$ cat src/pkg/pmx_pkg.sv
// Shared constants and carrier types for the port C to E alternate-function mux
package pmx_pkg;

  // Subregister indices written through the per-port address register
  localparam logic [7:0] PMX_SUB_NONE = 8'h00;
  localparam logic [7:0] PMX_SUB_AF   = 8'h02;
  localparam logic [7:0] PMX_SUB_FS1  = 8'h07;
  localparam logic [7:0] PMX_SUB_FS2  = 8'h08;

  // Port selector codes for the configuration port
  localparam logic [1:0] PMX_PORT_C = 2'h0;
  localparam logic [1:0] PMX_PORT_D = 2'h1;
  localparam logic [1:0] PMX_PORT_E = 2'h2;

  // Reset values
  localparam logic [7:0] PMX_ADDR_RST = 8'h00;
  localparam logic [7:0] PMX_AF_RST   = 8'h00;
  localparam logic [7:0] PMX_AFS_RST  = 8'h00;

  // Pin positions with a fixed role
  localparam int PMX_C_SS   = 2;
  localparam int PMX_C_CMP0 = 3;
  localparam int PMX_C_MOSI = 4;
  localparam int PMX_C_SCK  = 5;
  localparam int PMX_C_T2IO = 6;
  localparam int PMX_C_T2   = 7;
  localparam int PMX_D_CTS  = 3;
  localparam int PMX_D_RX   = 4;
  localparam int PMX_D_TX   = 5;
  localparam int PMX_D_DE   = 6;
  localparam int PMX_D_CMP0 = 7;
  localparam int PMX_E_TIMER_FOUR_INPUT = 0;
  localparam int PMX_E_SCL  = 1;
  localparam int PMX_E_SDA  = 2;
  localparam int PMX_E_T4CH = 3;

  // Edge detector pin count and package build code
  localparam int         PMX_IRQ_PINS  = 24;
  localparam logic [0:0] PMX_PKG_LARGE = 1'h1;

  // Output value and enable for the eight pins of one port
  typedef struct packed {
    logic [7:0] out;
    logic [7:0] oe;
  } pmx_pin_drv_t;

  // Signals that peripherals present toward the pins
  typedef struct packed {
    logic       spi_ss_out;
    logic       spi_ss_oe;
    logic       spi_mosi_out;
    logic       spi_mosi_oe;
    logic       spi_sck_out;
    logic       spi_sck_oe;
    logic       timer_two_output;
    logic       timer_two_oe;
    logic       comparator0_result_output;
    logic       comparator1_result_output;
    logic       comparator1_oe;
    logic       uart_b_transmit;
    logic       uart_b_driver_enable;
    logic       i2c_scl_low;
    logic       i2c_sda_low;
    logic [3:0] timer_four_ch_out;
    logic [3:0] timer_four_ch_oe;
  } pmx_periph_out_t;

  // Pin levels handed to peripherals
  typedef struct packed {
    logic       spi_ss_in;
    logic       spi_mosi_in;
    logic       spi_sck_in;
    logic       timer_two_input;
    logic       uart_b_clear_to_send;
    logic       uart_b_receive;
    logic       i2c_scl_in;
    logic       i2c_sda_in;
    logic       timer_four_input;
    logic [3:0] timer_four_ch_in;
  } pmx_periph_in_t;

  // Idle levels when a function is not routed: SPI select, UART and I2C lines high, others low
  localparam pmx_periph_in_t PMX_PERIPH_IN_IDLE = '{
    spi_ss_in: 1'h1, spi_mosi_in: 1'h0, spi_sck_in: 1'h0, timer_two_input: 1'h0,
    uart_b_clear_to_send: 1'h1, uart_b_receive: 1'h1, i2c_scl_in: 1'h1,
    i2c_sda_in: 1'h1, timer_four_input: 1'h0, timer_four_ch_in: 4'h0};

  // Analog switch closures
  typedef struct packed {
    logic analog_channel_four;
    logic analog_channel_five;
    logic analog_channel_six;
    logic comparator0_positive_input;
    logic comparator0_negative_input;
    logic comparator1_negative_input;
    logic comparator1_positive_input;
  } pmx_analog_t;

endpackage

$ cat src/rtl/pmx_edge_det.sv
// Pin synchroniser and per-pin edge detector for interrupt requests
`timescale 1ns/1ps
module pmx_edge_det
  import pmx_pkg::*;
#(
  parameter int WIDTH = PMX_IRQ_PINS
) (
  input  wire logic             clk,
  input  wire logic             rst_n,
  input  wire logic             ce,
  input  wire logic [WIDTH-1:0] pin_async,
  input  wire logic [WIDTH-1:0] any_edge,
  input  wire logic [WIDTH-1:0] rising,
  output logic      [WIDTH-1:0] pin_sync,
  output logic      [WIDTH-1:0] edge_pulse
);

  logic [WIDTH-1:0] meta_r;
  logic [WIDTH-1:0] sync_r;
  logic [WIDTH-1:0] prev_r;
  logic [WIDTH-1:0] pulse_r;
  logic [WIDTH-1:0] pulse_nxt;

  // Elaboration check: at least one pin
  if (WIDTH < 1) begin : g_bad_width
    $error("pmx_edge_det: WIDTH must be at least 1");
  end

  // Edge qualification per pin, one-cycle pulse per edge
  genvar g;
  generate
    for (g = 0; g < WIDTH; g++) begin : g_pin
      always_comb begin
        if (any_edge[g]) begin
          pulse_nxt[g] = sync_r[g] ^ prev_r[g]; // RL13
        end else if (rising[g]) begin
          pulse_nxt[g] = sync_r[g] & ~prev_r[g]; // RL12
        end else begin
          pulse_nxt[g] = ~sync_r[g] & prev_r[g]; // RL12
        end
      end
    end
  endgenerate

  // Two-stage sync; meta_r feeds only sync_r
  always_ff @(posedge clk) begin
    if (!rst_n) begin
      meta_r  <= '0;
      sync_r  <= '0;
      prev_r  <= '0;
      pulse_r <= '0;
    end else if (ce) begin
      meta_r  <= pin_async;
      sync_r  <= meta_r;
      prev_r  <= sync_r;
      pulse_r <= pulse_nxt; // RL16
    end
  end

  assign pin_sync   = sync_r;
  assign edge_pulse = pulse_r;

endmodule

$ cat src/rtl/pmx_port_mux.sv
// Alternate-function mux for ports C, D and E with pin edge interrupts
// Notes on behaviour
// [RL1] PC0: clear select none, set analog/LED
// [RL2] PC1: clear select none, set analog/LED
// [RL3] PC2: clear select SPI select, set analog/LED
// [RL4] PC4/PC5: SPI data/clock, else LED drive
// [RL5] PC6/PC7: timer two functions, else LED
// [RL6] Second select register stored, never steers pins
// [RL7] Function drives pin only when enable set
// [RL8] Ports D/E: enable alone connects function
// [RL9] Timer four functions only in large build
// [RL10] PD3 carries clear-to-send and comparator one
// [RL11] PD4-PD6: UART B receive, transmit, enable
// [RL12] Some pins interrupt on chosen single edge
// [RL13] Other pins interrupt on both edges
// [RL14] Subregisters reached via address then control
// [RL15] Enable clear: pin is plain GPIO
// [RL16] Synchronous sampling, one-cycle request per edge
`timescale 1ns/1ps
module pmx_port_mux
  import pmx_pkg::*;
#(
  parameter logic [0:0] LARGE_PKG = PMX_PKG_LARGE
) (
  input  wire logic                    CLK,
  input  wire logic                    RSTN,
  input  wire logic                    CE,
  input  wire logic [7:0]              PIN_C_IN,
  input  wire logic [7:0]              PIN_D_IN,
  input  wire logic [7:0]              PIN_E_IN,
  input  wire pmx_pin_drv_t            GPIO_C,
  input  wire pmx_pin_drv_t            GPIO_D,
  input  wire pmx_pin_drv_t            GPIO_E,
  input  wire pmx_periph_out_t         PERIPH_OUT,
  input  wire logic [1:0]              SUB_PORT_SEL,
  input  wire logic                    ADDR_WE,
  input  wire logic [7:0]              ADDR_WDATA,
  input  wire logic                    CTL_WE,
  input  wire logic [7:0]              CTL_WDATA,
  input  wire logic [PMX_IRQ_PINS-1:0] IRQ_ANY_EDGE,
  input  wire logic [PMX_IRQ_PINS-1:0] IRQ_RISING,
  output pmx_pin_drv_t                 PIN_C_DRV,
  output pmx_pin_drv_t                 PIN_D_DRV,
  output pmx_pin_drv_t                 PIN_E_DRV,
  output pmx_periph_in_t               PERIPH_IN,
  output pmx_analog_t                  ANALOG_SEL,
  output logic [7:0]                   LED_DRIVE_EN,
  output logic [7:0]                   CTL_RDATA,
  output logic [PMX_IRQ_PINS-1:0]      IRQ_REQ
);

  // Does the address value select the given subregister
  function automatic logic sub_hit(input logic [7:0] addr, input logic [7:0] idx);
    sub_hit = (addr == idx);
  endfunction

  logic [7:0]      addr_r [3];
  logic [7:0]      addr_nxt [3];
  logic [7:0]      af_r [3];
  logic [7:0]      af_nxt [3];
  logic [7:0]      fs1_r;
  logic [7:0]      fs1_nxt;
  logic [7:0]      fs2_r;
  logic [7:0]      fs2_nxt;
  logic [7:0]      rdata_r;
  logic [7:0]      rdata_nxt;
  logic [7:0]      cur_addr;
  logic [7:0]      wr_addr;
  logic [1:0]      port_idx;
  logic            port_ok;
  logic [23:0]     pin_s;
  logic [23:0]     irq_w;
  logic [7:0]      c_s;
  logic [7:0]      d_s;
  logic [7:0]      e_s;
  logic            t4_ok;
  pmx_pin_drv_t    c_drv_r;
  pmx_pin_drv_t    c_drv_nxt;
  pmx_pin_drv_t    d_drv_r;
  pmx_pin_drv_t    d_drv_nxt;
  pmx_pin_drv_t    e_drv_r;
  pmx_pin_drv_t    e_drv_nxt;
  pmx_periph_in_t  pin_r;
  pmx_periph_in_t  pin_nxt;
  pmx_analog_t     ana_r;
  pmx_analog_t     ana_nxt;
  logic [7:0]      led_r;
  logic [7:0]      led_nxt;

  // Pins C, D, E stacked low to high; sync and edges live in one place
  pmx_edge_det #(
    .WIDTH (PMX_IRQ_PINS)
  ) u_edge (
    .clk        (CLK),
    .rst_n      (RSTN),
    .ce         (CE),
    .pin_async  ({PIN_E_IN, PIN_D_IN, PIN_C_IN}),
    .any_edge   (IRQ_ANY_EDGE),
    .rising     (IRQ_RISING),
    .pin_sync   (pin_s),
    .edge_pulse (irq_w)
  );

  assign c_s   = pin_s[7:0];
  assign d_s   = pin_s[15:8];
  assign e_s   = pin_s[23:16];
  assign t4_ok = (LARGE_PKG == PMX_PKG_LARGE);

  // Configuration port decode; selector 3 reaches nothing
  assign port_ok  = (SUB_PORT_SEL != 2'h3);
  assign port_idx = port_ok ? SUB_PORT_SEL : PMX_PORT_C;
  assign cur_addr = addr_r[port_idx];
  assign wr_addr  = port_ok ? cur_addr : PMX_SUB_NONE;

  // Subregister next values; a same-cycle address write takes effect after
  always_comb begin
    for (int p = 0; p < 3; p++) begin
      addr_nxt[p] = addr_r[p];
      af_nxt[p]   = af_r[p];
    end
    fs1_nxt = fs1_r;
    fs2_nxt = fs2_r;
    if (CTL_WE && sub_hit(wr_addr, PMX_SUB_AF)) begin
      af_nxt[port_idx] = CTL_WDATA; // RL14
    end
    // Select registers exist on port C only
    if (CTL_WE && port_idx == PMX_PORT_C && sub_hit(wr_addr, PMX_SUB_FS1)) begin
      fs1_nxt = CTL_WDATA; // RL14
    end
    if (CTL_WE && port_idx == PMX_PORT_C && sub_hit(wr_addr, PMX_SUB_FS2)) begin
      fs2_nxt = CTL_WDATA; // RL6
    end
    if (ADDR_WE && port_ok) begin
      addr_nxt[port_idx] = ADDR_WDATA; // RL14
    end
    rdata_nxt = 8'h00;
    if (port_ok && sub_hit(cur_addr, PMX_SUB_AF)) begin
      rdata_nxt = af_r[port_idx];
    end else if (port_idx == PMX_PORT_C && port_ok && sub_hit(cur_addr, PMX_SUB_FS1)) begin
      rdata_nxt = fs1_r;
    end else if (port_idx == PMX_PORT_C && port_ok && sub_hit(cur_addr, PMX_SUB_FS2)) begin
      rdata_nxt = fs2_r; // RL6
    end
  end

  // Pin routing; fs2_r is deliberately not read here
  always_comb begin
    c_drv_nxt = GPIO_C; // RL15
    d_drv_nxt = GPIO_D; // RL15
    e_drv_nxt = GPIO_E; // RL15
    pin_nxt   = PMX_PERIPH_IN_IDLE;
    ana_nxt   = '0;
    led_nxt   = 8'h00;
    // Port C: enable gates, select bit picks digital or analog/LED
    for (int i = 0; i < 8; i++) begin
      if (af_r[0][i] && fs1_r[i]) begin
        c_drv_nxt.oe[i]  = 1'h0; // RL7
        c_drv_nxt.out[i] = 1'h0;
        led_nxt[i]       = 1'h1; // RL4
      end else if (af_r[0][i]) begin
        c_drv_nxt.oe[i]  = 1'h0; // RL1
        c_drv_nxt.out[i] = 1'h0;
      end
    end
    if (af_r[0][0] && fs1_r[0]) begin
      ana_nxt.analog_channel_four       = 1'h1; // RL1
      ana_nxt.comparator0_positive_input = 1'h1;
    end
    if (af_r[0][1] && fs1_r[1]) begin
      ana_nxt.analog_channel_five       = 1'h1; // RL2
      ana_nxt.comparator0_negative_input = 1'h1;
    end
    if (af_r[0][2] && fs1_r[2]) begin
      ana_nxt.analog_channel_six = 1'h1; // RL3
    end
    if (af_r[0][PMX_C_SS] && !fs1_r[PMX_C_SS]) begin
      c_drv_nxt.out[PMX_C_SS] = PERIPH_OUT.spi_ss_out; // RL3
      c_drv_nxt.oe[PMX_C_SS]  = PERIPH_OUT.spi_ss_oe;
      pin_nxt.spi_ss_in       = c_s[PMX_C_SS];
    end
    if (af_r[0][PMX_C_CMP0] && !fs1_r[PMX_C_CMP0]) begin
      c_drv_nxt.out[PMX_C_CMP0] = PERIPH_OUT.comparator0_result_output;
      c_drv_nxt.oe[PMX_C_CMP0]  = 1'h1;
    end
    if (af_r[0][PMX_C_MOSI] && !fs1_r[PMX_C_MOSI]) begin
      c_drv_nxt.out[PMX_C_MOSI] = PERIPH_OUT.spi_mosi_out; // RL4
      c_drv_nxt.oe[PMX_C_MOSI]  = PERIPH_OUT.spi_mosi_oe;
      pin_nxt.spi_mosi_in       = c_s[PMX_C_MOSI];
    end
    if (af_r[0][PMX_C_SCK] && !fs1_r[PMX_C_SCK]) begin
      c_drv_nxt.out[PMX_C_SCK] = PERIPH_OUT.spi_sck_out; // RL4
      c_drv_nxt.oe[PMX_C_SCK]  = PERIPH_OUT.spi_sck_oe;
      pin_nxt.spi_sck_in       = c_s[PMX_C_SCK];
    end
    if (af_r[0][PMX_C_T2IO] && !fs1_r[PMX_C_T2IO]) begin
      c_drv_nxt.out[PMX_C_T2IO] = ~PERIPH_OUT.timer_two_output; // RL5
      c_drv_nxt.oe[PMX_C_T2IO]  = PERIPH_OUT.timer_two_oe;
      pin_nxt.timer_two_input   = c_s[PMX_C_T2IO];
    end
    if (af_r[0][PMX_C_T2] && !fs1_r[PMX_C_T2]) begin
      c_drv_nxt.out[PMX_C_T2] = PERIPH_OUT.timer_two_output; // RL5
      c_drv_nxt.oe[PMX_C_T2]  = 1'h1;
    end
    // Port D: one function per pin except PD3; pin 0 stays GPIO, reset is elsewhere
    if (af_r[1][1]) begin
      d_drv_nxt.oe[1]                   = 1'h0; // RL8
      ana_nxt.comparator1_negative_input = 1'h1;
    end
    if (af_r[1][2]) begin
      d_drv_nxt.oe[2]                   = 1'h0; // RL8
      ana_nxt.comparator1_positive_input = 1'h1;
    end
    if (af_r[1][PMX_D_CTS]) begin
      pin_nxt.uart_b_clear_to_send = d_s[PMX_D_CTS]; // RL10
      d_drv_nxt.out[PMX_D_CTS]     = PERIPH_OUT.comparator1_result_output; // RL10
      d_drv_nxt.oe[PMX_D_CTS]      = PERIPH_OUT.comparator1_oe;
    end
    if (af_r[1][PMX_D_RX]) begin
      pin_nxt.uart_b_receive = d_s[PMX_D_RX]; // RL11
      d_drv_nxt.oe[PMX_D_RX] = 1'h0;
    end
    if (af_r[1][PMX_D_TX]) begin
      d_drv_nxt.out[PMX_D_TX] = PERIPH_OUT.uart_b_transmit; // RL11
      d_drv_nxt.oe[PMX_D_TX]  = 1'h1;
    end
    if (af_r[1][PMX_D_DE]) begin
      d_drv_nxt.out[PMX_D_DE] = PERIPH_OUT.uart_b_driver_enable; // RL11
      d_drv_nxt.oe[PMX_D_DE]  = 1'h1;
    end
    if (af_r[1][PMX_D_CMP0]) begin
      d_drv_nxt.out[PMX_D_CMP0] = PERIPH_OUT.comparator0_result_output; // RL8
      d_drv_nxt.oe[PMX_D_CMP0]  = 1'h1;
    end
    // Port E: I2C is open drain, so it only ever drives low
    if (af_r[2][PMX_E_SCL]) begin
      e_drv_nxt.out[PMX_E_SCL] = 1'h0; // RL8
      e_drv_nxt.oe[PMX_E_SCL]  = PERIPH_OUT.i2c_scl_low;
      pin_nxt.i2c_scl_in       = e_s[PMX_E_SCL];
    end
    if (af_r[2][PMX_E_SDA]) begin
      e_drv_nxt.out[PMX_E_SDA] = 1'h0; // RL8
      e_drv_nxt.oe[PMX_E_SDA]  = PERIPH_OUT.i2c_sda_low;
      pin_nxt.i2c_sda_in       = e_s[PMX_E_SDA];
    end
    // Timer four: reserved in the small build, pin is released
    if (af_r[2][PMX_E_TIMER_FOUR_INPUT]) begin
      e_drv_nxt.oe[PMX_E_TIMER_FOUR_INPUT] = 1'h0;
      pin_nxt.timer_four_input = t4_ok & e_s[PMX_E_TIMER_FOUR_INPUT]; // RL9
    end
    for (int k = 0; k < 4; k++) begin
      if (af_r[2][PMX_E_T4CH+k]) begin
        e_drv_nxt.out[PMX_E_T4CH+k] = t4_ok & PERIPH_OUT.timer_four_ch_out[k]; // RL9
        e_drv_nxt.oe[PMX_E_T4CH+k]  = t4_ok & PERIPH_OUT.timer_four_ch_oe[k]; // RL9
        pin_nxt.timer_four_ch_in[k] = t4_ok & e_s[PMX_E_T4CH+k];
      end
    end
  end

  // All state registered; CE low holds everything
  always_ff @(posedge CLK) begin
    if (!RSTN) begin
      for (int p = 0; p < 3; p++) begin
        addr_r[p] <= PMX_ADDR_RST;
        af_r[p]   <= PMX_AF_RST;
      end
      fs1_r   <= PMX_AFS_RST;
      fs2_r   <= PMX_AFS_RST;
      rdata_r <= 8'h00;
      c_drv_r <= '0;
      d_drv_r <= '0;
      e_drv_r <= '0;
      pin_r   <= PMX_PERIPH_IN_IDLE;
      ana_r   <= '0;
      led_r   <= 8'h00;
    end else if (CE) begin
      addr_r  <= addr_nxt;
      af_r    <= af_nxt;
      fs1_r   <= fs1_nxt;
      fs2_r   <= fs2_nxt;
      rdata_r <= rdata_nxt;
      c_drv_r <= c_drv_nxt;
      d_drv_r <= d_drv_nxt;
      e_drv_r <= e_drv_nxt;
      pin_r   <= pin_nxt;
      ana_r   <= ana_nxt;
      led_r   <= led_nxt;
    end
  end

  assign PIN_C_DRV    = c_drv_r;
  assign PIN_D_DRV    = d_drv_r;
  assign PIN_E_DRV    = e_drv_r;
  assign PERIPH_IN    = pin_r;
  assign ANALOG_SEL   = ana_r;
  assign LED_DRIVE_EN = led_r;
  assign CTL_RDATA    = rdata_r;
  assign IRQ_REQ      = irq_w; // RL16

endmodule

$ cat config.mk
export PLATFORM = sky130hd
export DESIGN_NAME = pmx_port_mux
export DESIGN_NICKNAME = d
export VERILOG_FILES = /design/src/pkg/pmx_pkg.sv /design/src/rtl/pmx_edge_det.sv /design/src/rtl/pmx_port_mux.sv
export SDC_FILE = /design/constraint.sdc
export NUM_CORES = 1
export LEC_CHECK = 0
export BUFFER_PORTS_ARGS = -buffer_cell sky130_fd_sc_hd__buf_4
export CAP_MARGIN = 20
export CORE_MARGIN = 2
export CORE_UTILIZATION = 25
export CTS_CLUSTER_DIAMETER = 80
export DETAILED_ROUTE_END_ITERATION = 16
export GPL_TIMING_DRIVEN = 0
export PLACE_DENSITY = 0.4
export SLEW_MARGIN = 20
export SYNTH_ARGS = -nofsm -noshare
export SYNTH_HDL_FRONTEND = slang
export SYNTH_SLANG_ARGS = --single-unit
$ cat constraint.sdc
create_clock -name CLK -period 6 [get_ports CLK]
set_input_delay 0.6 -clock CLK [delete_from_list [all_inputs] [get_ports CLK]]
set_output_delay 0.6 -clock CLK [all_outputs]
set_load 0.05 [all_outputs]
* Word-level counts from Yosys, hierarchy flattened *
Cells that the tools add are included.

word-level totals
  input port bits = 166
  flip-flop bits (word level) = 242
  output and inout port bits = 108

cells by class
  equal/unequal tests = 7
  mux-type cells = 154
  reductions and logical operators = 35
  bitwise logic cells = 122
  order comparisons = 2

operators with widths
  cell                                                                           count
  1-bit two-way mux                                                              139
  8-bit two-way mux                                                              9
  1-bit NOT                                                                      49
  1-bit AND                                                                      48
  24-bit bitwise mux                                                             2
  8-bit binary-select mux with 2-bit select                                      2
  1-bit logical AND                                                              24
  1-bit bitwise XOR                                                              24
  8-bit demux with 2-bit select                                                  1
  8-bit by 2-bit equality test with 1-bit output (second input constant)         2
  8-bit by 3-bit equality test with 1-bit output (second input constant)         2
  8-bit by 4-bit equality test with 1-bit output (second input constant)         2
  2-bit AND reduction                                                            4
  1-bit logical NOT                                                              6
  3-bit >= comparator (second input constant)                                    1
  3-bit by 1-bit less-than comparator with 1-bit output (second input constant)  1
  2-bit NOT with 3-bit output                                                    1
  2-bit logical NOT                                                              1
  2-bit two-way mux                                                              1
  2-bit != test (second input constant)                                          1

* Longest topological paths before layout *
  depth in word-level cells = 11
  gate-level depth with buffers = 10

* Hierarchy *
Synthesis repeated with hierarchy kept, for this count alone.

second synthesis, totals
  cells, all modules = 1228
  area, all modules = 11473.5 um^2

by module, submodules not included
  module        area each (um^2)  cells an instance  sequential area each (um^2)  instances
  pmx_port_mux  6412.4            740                2862.7                       1
  pmx_edge_det  5061.1            488                1921.8                       1

* Worst setup path before layout *
OpenSTA, ideal clock, no wires.

  path type = input to register
  start point = input port SUB_PORT_SEL[0]
  end point = register af_r[0] in the netlist's numbering
  arrival = 2621 ps
  stages = 9
  data required time = 5865 ps
  slack = 3244 ps
  cell sequence = inv_1 ha_1 buf_2 mux2i_1 a2bb2oi_1 buf_2 nor4bb_1 nand3_1 mux2i_1

between the ends
  longest elaborated chain between the ends = 10
  elaborated cells between the ends (all ways) = 16

ends and longest elaborated chain
  element                                               RTL line                                  text
  from (decl)                                           pmx_port_mux.sv:35                        input wire logic [1:0] SUB_PORT_SEL,
  2-bit != test                                         pmx_port_mux.sv:110                       assign port_ok = (SUB_PORT_SEL != 2'h3);
  2-bit two-way mux                                     pmx_port_mux.sv:111                       assign port_idx = port_ok ? SUB_PORT_SEL : PMX_PORT_C;
  2-bit NOT with 3-bit output (not written as such)     pmx_port_mux.sv:112, pmx_port_mux.sv:124
  8-bit binary-select mux with 2-bit select             pmx_port_mux.sv:112                       assign cur_addr = addr_r[port_idx];
  8-bit two-way mux (not written as such) (2 in a row)  pmx_port_mux.sv:112
  8-bit two-way mux                                     pmx_port_mux.sv:113                       assign wr_addr = port_ok ? cur_addr : PMX_SUB_NONE;
  8-bit by 2-bit equality test with 1-bit output        pmx_port_mux.sv:54                        sub_hit = (addr == idx);
  1-bit logical AND                                     pmx_port_mux.sv:123                       if (CTL_WE && sub_hit(wr_addr, PMX_SUB_AF)) begin
  2-bit AND reduction (no source line)                  --
  to (signal assigned)                                  pmx_port_mux.sv:277                       af_r <= af_nxt;
  to (decl)                                             pmx_port_mux.sv:59                        logic [7:0] af_r [3];

Several ways; a longest one is shown, not always the timed one. The select of a mux whose other input is x is not followed.
A chain may end at the register's enable or synchronous reset.

* Final worst setup path *
  start point = input port SUB_PORT_SEL[0]
  end point = register af_r[8] in the netlist's numbering

Same word-level chain as after synthesis.

==> PnR_summary.wiki <==
{| class="wikitable"
! Metric !! Value
|-
| Global-route wire length before repair || between 60000 and 70000 um
|-
| Signal arrival time at the worst endpoint || ~3.6 ns
|-
| Post-synth top area cell || sky130_fd_sc_hd__dfxtp_1
|-
| TritonCTS clock tree || built
|-
| Leakage power total || roughly 0.0063 uW
|-
| Synth-to-layout area growth || 35.0%
|-
| Final standard cell utilization of the core || 0.342
|-
| Detailed-routing iteration count for the pre-antenna-repair pass || 5
|-
| Largest net degree at the start of global routing || 16
|-
| Net Switching || 1090 uW
|-
| Source-to-sink clock delay at the later pin of the worst-skew pair || about 0.57 ns
|-
| Clock-pin transition on the worst setup and hold timing paths || approximately 0.060 ns
|-
| Top-level port count || 274
|-
| Clock power frac || 0.484
|-
| CP Capture Type || flip-flop
|-
| Die Y-Extent || 216 um
|-
| # nets final || between 1500 and 2000
|-
| M3 GR Usage || 0.0434
|-
| Most heavily used metal layer in global routing || met2
|-
| Transition time at the pin with the least slew margin || ~0.96 ns
|-
| Unrepaired setup endpoints after global routing || no
|-
| Logic gate share of total power || 0.121
|-
| Number of pins with negative max-slew slack in the final report || 0
|-
| Highest attainable clock frequency || around 320 MHz
|-
| Portion of the post-synthesis area used by sequential elements || 0.428
|-
| Data required, critical path || 6.48 ns
|-
| Critical Path Source Type || primary input
|-
| Final Cycle Share || 0.518
|-
| Antenna violations before repair || 1
|-
| Initial detailed-routing violation count || between 300 and 400
|-
| Buffer type at the clock tree root || sky130_fd_sc_hd__clkbuf_16
|-
| Ordered list of cells on the worst path || buf_4 > inv_1 > ha_1 > buf_2 > mux2i_1 > a2bb2oi_1 > buf_2 > nor4bb_1 > nand3_1 > mux2i_1
|-
| Number of warning messages in the yosys log || 0
|-
| Cell area after layout || about 15000 um2
|-
| Outcome || finished, final reports clean
|-
| Number of flops mapped to enable cells by yosys || 0
|-
| All-Layer GR Usage || 0.169
|-
| Synth top area cells || sky130_fd_sc_hd__dfxtp_1 (43%), sky130_fd_sc_hd__mux2i_1 (16%), sky130_fd_sc_hd__nor2b_1 (7.7%)
|-
| Maximum fanout along the worst path || 10
|-
| Area share of the largest cell type after synthesis || 0.428
|-
| Post-CTS Repair Setup Buffers || 0
|-
| Die outline area || 46500 um2
|-
| Worst clock skew on the final layout || approximately 0.016 ns
|-
| Standard-cell row count || 77
|-
| Mapped Area || roughly 11000 um2
|-
| Total Negative Setup Slacks || 0 ns
|-
| Headroom to the max-slew limit || 0.358
|-
| Count of nets left with antenna violations after detail routing || 0
|-
| Quantity of hold-fixing buffers added after cts || 0
|-
| Gp weighted congestion || roughly 0.79
|-
| Cts repair resizes || 0
|-
| Final hold violations || 0
|-
| Power density relative to cell area || 280 nW/um2
|-
| Ys async rst share || 0
|-
| Number of design rule violations left after detail routing || 0
|-
| Mapped Avg Cell Area || around 9.4 um2
|-
| Cell area after placement || ~14000 um2
|-
| Area of the core || between 40000 and 50000 um2
|-
| Switching part of the total power || 0.257
|-
| Initial Util || 0.253
|-
| Maximum Capacitance Violations || 0
|-
| Count of mapped cells out of synthesis || ~1200
|-
| Sequential cell fraction of total power || 0.396
|-
| Wire length after detailed routing || around 40000 um
|-
| Via count || 9324
|-
| Peak supply drop || approximately 220 uV
|-
| Ant diodes || 0
|-
| Die Wd || between 200 and 250 um
|-
| Post-Layout Cell Count || between 2000 and 2500
|-
| Net count after synthesis || approximately 1400
|-
| Count of cell types in the netlist || between 40 and 50
|-
| Instance count after placement with tap cells included || between 2000 and 2500
|-
| TritonCTS buffer count || 31
|-
| Largest stage delay on the critical path || 0.61 ns
|-
| Global Route met1 Usage || 0.208
|-
| Ratio of routed vias to standard cells || 4.41
|-
| Worst setup path category || in2reg
|-
| Number of sinks driven by the clock tree || 239
|-
| Post-layout minimum cycle time || between 3 and 4 ns
|-
| Final global-route overflow total || 0
|-
| Htree depth || 1
|-
| Clock buffer depth || 3
|-
| Global-route met2 utilization || 0.298
|-
| IO buf count || 272
|-
| Vias in the first global route || 9507
|-
| Fraction of layout cells with a size suffix above 1 || 0.225
|-
| Number of failing setup endpoints in the final timing report || 0
|-
| Detailed-placement wirelength estimate || roughly 30000 um
|-
| Post-synthesis sequential element count || 239
|-
| Most used flip-flop cell after synthesis || sky130_fd_sc_hd__dfxtp_1
|-
| Detail-routed net length per standard cell || roughly 19 um
|-
| Class of the most critical hold timing path || in2reg
|-
| P_int || around 3100 uW
|-
| Crit-path slowest cell || sky130_fd_sc_hd__nand3_1
|}
kinds of logic after synthesis:
group,synth area share
AO/OA/AOI/OAI,0.123
adder cells (fa/ha/maj),0.0593
buffers and inverters,0.0472
flip-flops,0.428
multiplexers,0.157
AND/OR/NAND/NOR,0.185
power groups by stage:
stage / Clock [uW] / Sequential, uW / Combinational (uW)
2_1_floorplan: 0 / 1800 / 196
3_3_place_gp: 0 / 1710 / 519
3_5_place_dp: 0 / 1710 / 520
4_1_cts: 2110 / 1670 / 522
5_1_grt: 2180 / 1680 / 554
6_report: 2050 / 1670 / 511
layout by cell type (no fill, tap or decap), types with 18 or more instances in the layout:
| cell type | count |
|---|---|
| sky130_fd_sc_hd__o211a_1 | 19 |
| sky130_fd_sc_hd__ha_1 | 53 |
| sky130_fd_sc_hd__a211oi_1 | 24 |
| sky130_fd_sc_hd__nand2_1 | 172 |
| sky130_fd_sc_hd__a21oi_1 | 29 |
| sky130_fd_sc_hd__a21boi_0 | 53 |
| sky130_fd_sc_hd__nor2b_1 | 138 |
| sky130_fd_sc_hd__clkbuf_16 | 31 |
| sky130_fd_sc_hd__nand3_1 | 18 |
| sky130_fd_sc_hd__mux2i_1 | 176 |
| sky130_fd_sc_hd__buf_4 | 277 |
| sky130_fd_sc_hd__clkbuf_1 | 55 |
| sky130_fd_sc_hd__inv_1 | 56 |
| sky130_fd_sc_hd__dfxtp_1 | 239 |
| sky130_fd_sc_hd__nor2_1 | 23 |
cells in the mapped netlist, types with 4 or more instances:
master,count
sky130_fd_sc_hd__inv_1,56
sky130_fd_sc_hd__a221oi_1,8
sky130_fd_sc_hd__nor2_1,23
sky130_fd_sc_hd__o211a_1,19
sky130_fd_sc_hd__buf_4,5
sky130_fd_sc_hd__buf_1,15
sky130_fd_sc_hd__o22ai_1,12
sky130_fd_sc_hd__ha_1,53
sky130_fd_sc_hd__a21boi_0,53
sky130_fd_sc_hd__a22oi_1,12
sky130_fd_sc_hd__clkbuf_1,53
sky130_fd_sc_hd__nand3b_1,7
sky130_fd_sc_hd__or4_1,5
sky130_fd_sc_hd__a2bb2oi_1,4
sky130_fd_sc_hd__buf_2,5
sky130_fd_sc_hd__o31ai_1,8
sky130_fd_sc_hd__nor3b_1,9
sky130_fd_sc_hd__and4_1,7
sky130_fd_sc_hd__dfxtp_1,239
sky130_fd_sc_hd__nand2_1,172
sky130_fd_sc_hd__nor2b_1,138
sky130_fd_sc_hd__a211oi_1,24
sky130_fd_sc_hd__o21ai_0,12
sky130_fd_sc_hd__a21oi_1,29
sky130_fd_sc_hd__nand3_1,18
sky130_fd_sc_hd__nor4_1,9
sky130_fd_sc_hd__mux2i_1,176
worst paths after layout:
| path | cells past startpoint | from | to | slack [ns] |
|---|---|---|---|---|
| setup / recovery | 10 | SUB_PORT_SEL[0] | af_r[8] | 2.89 |
| hold / removal | 3 | GPIO_D[7] | PIN_D_DRV[7] | 0.29 |
| setup reg to reg | 5 | addr_r[7] | CTL_RDATA[1] | 3.21 |
| hold reg to reg | 2 | fs2_r[1] | fs2_r[1] | 0.46 |
registers in the layout, indices dropped and copies added (netlist names):
| register | cells |
|---|---|
| LED_DRIVE_EN | 8 |
| ANALOG_SEL | 2 |
| PIN_D_DRV | 16 |
| u_edge.meta_r | 24 |
| u_edge.pin_sync | 24 |
| fs1_r | 8 |
| PIN_E_DRV | 16 |
| addr_r | 24 |
| u_edge.edge_pulse | 24 |
| PIN_C_DRV | 16 |
| fs2_r | 8 |
| CTL_RDATA | 8 |
| PERIPH_IN | 13 |
| af_r | 24 |
| u_edge.prev_r | 24 |
critical path: cells and delay by family:
family                     cells  cell delay, ns
muxes                          2            0.58
and+or+nand+nor                2            1.11
AOI/OAI and AO/OA              1            0.34
adders and majority gates      1            0.21
buffers and inverters          4            0.75
layer usage:
metal	share of wire	vias to the layer above	wire [um]
met4	0.016	2	643
met3	0.060	45	2390
met5	0.00020	-	8
li1	-	4711	-
met2	0.49	183	19700
met1	0.43	4383	17200
area by class of cell:
cell class	instances	area [um2]
timing repair buffer	272	2040
clock buffer	41	893
fill	4623	29100
sequential	239	4780
buffer	78	318
tap	592	741
multi-input combinational	819	5880
inverter	56	210
clock inverter	16	234
through the flow:
step	setup WS, ns	total power (uW)	hold slack, ns
6_report	2.89	4230	0.287
3_3_place_gp	2.37	2230	0.441
3_5_place_dp	2.37	2230	0.443
4_1_cts	2.95	4300	0.253
2_1_floorplan	3.24	1990	0.430
5_1_grt	2.70	4410	0.272
Power figures use the tool's default switching activity.
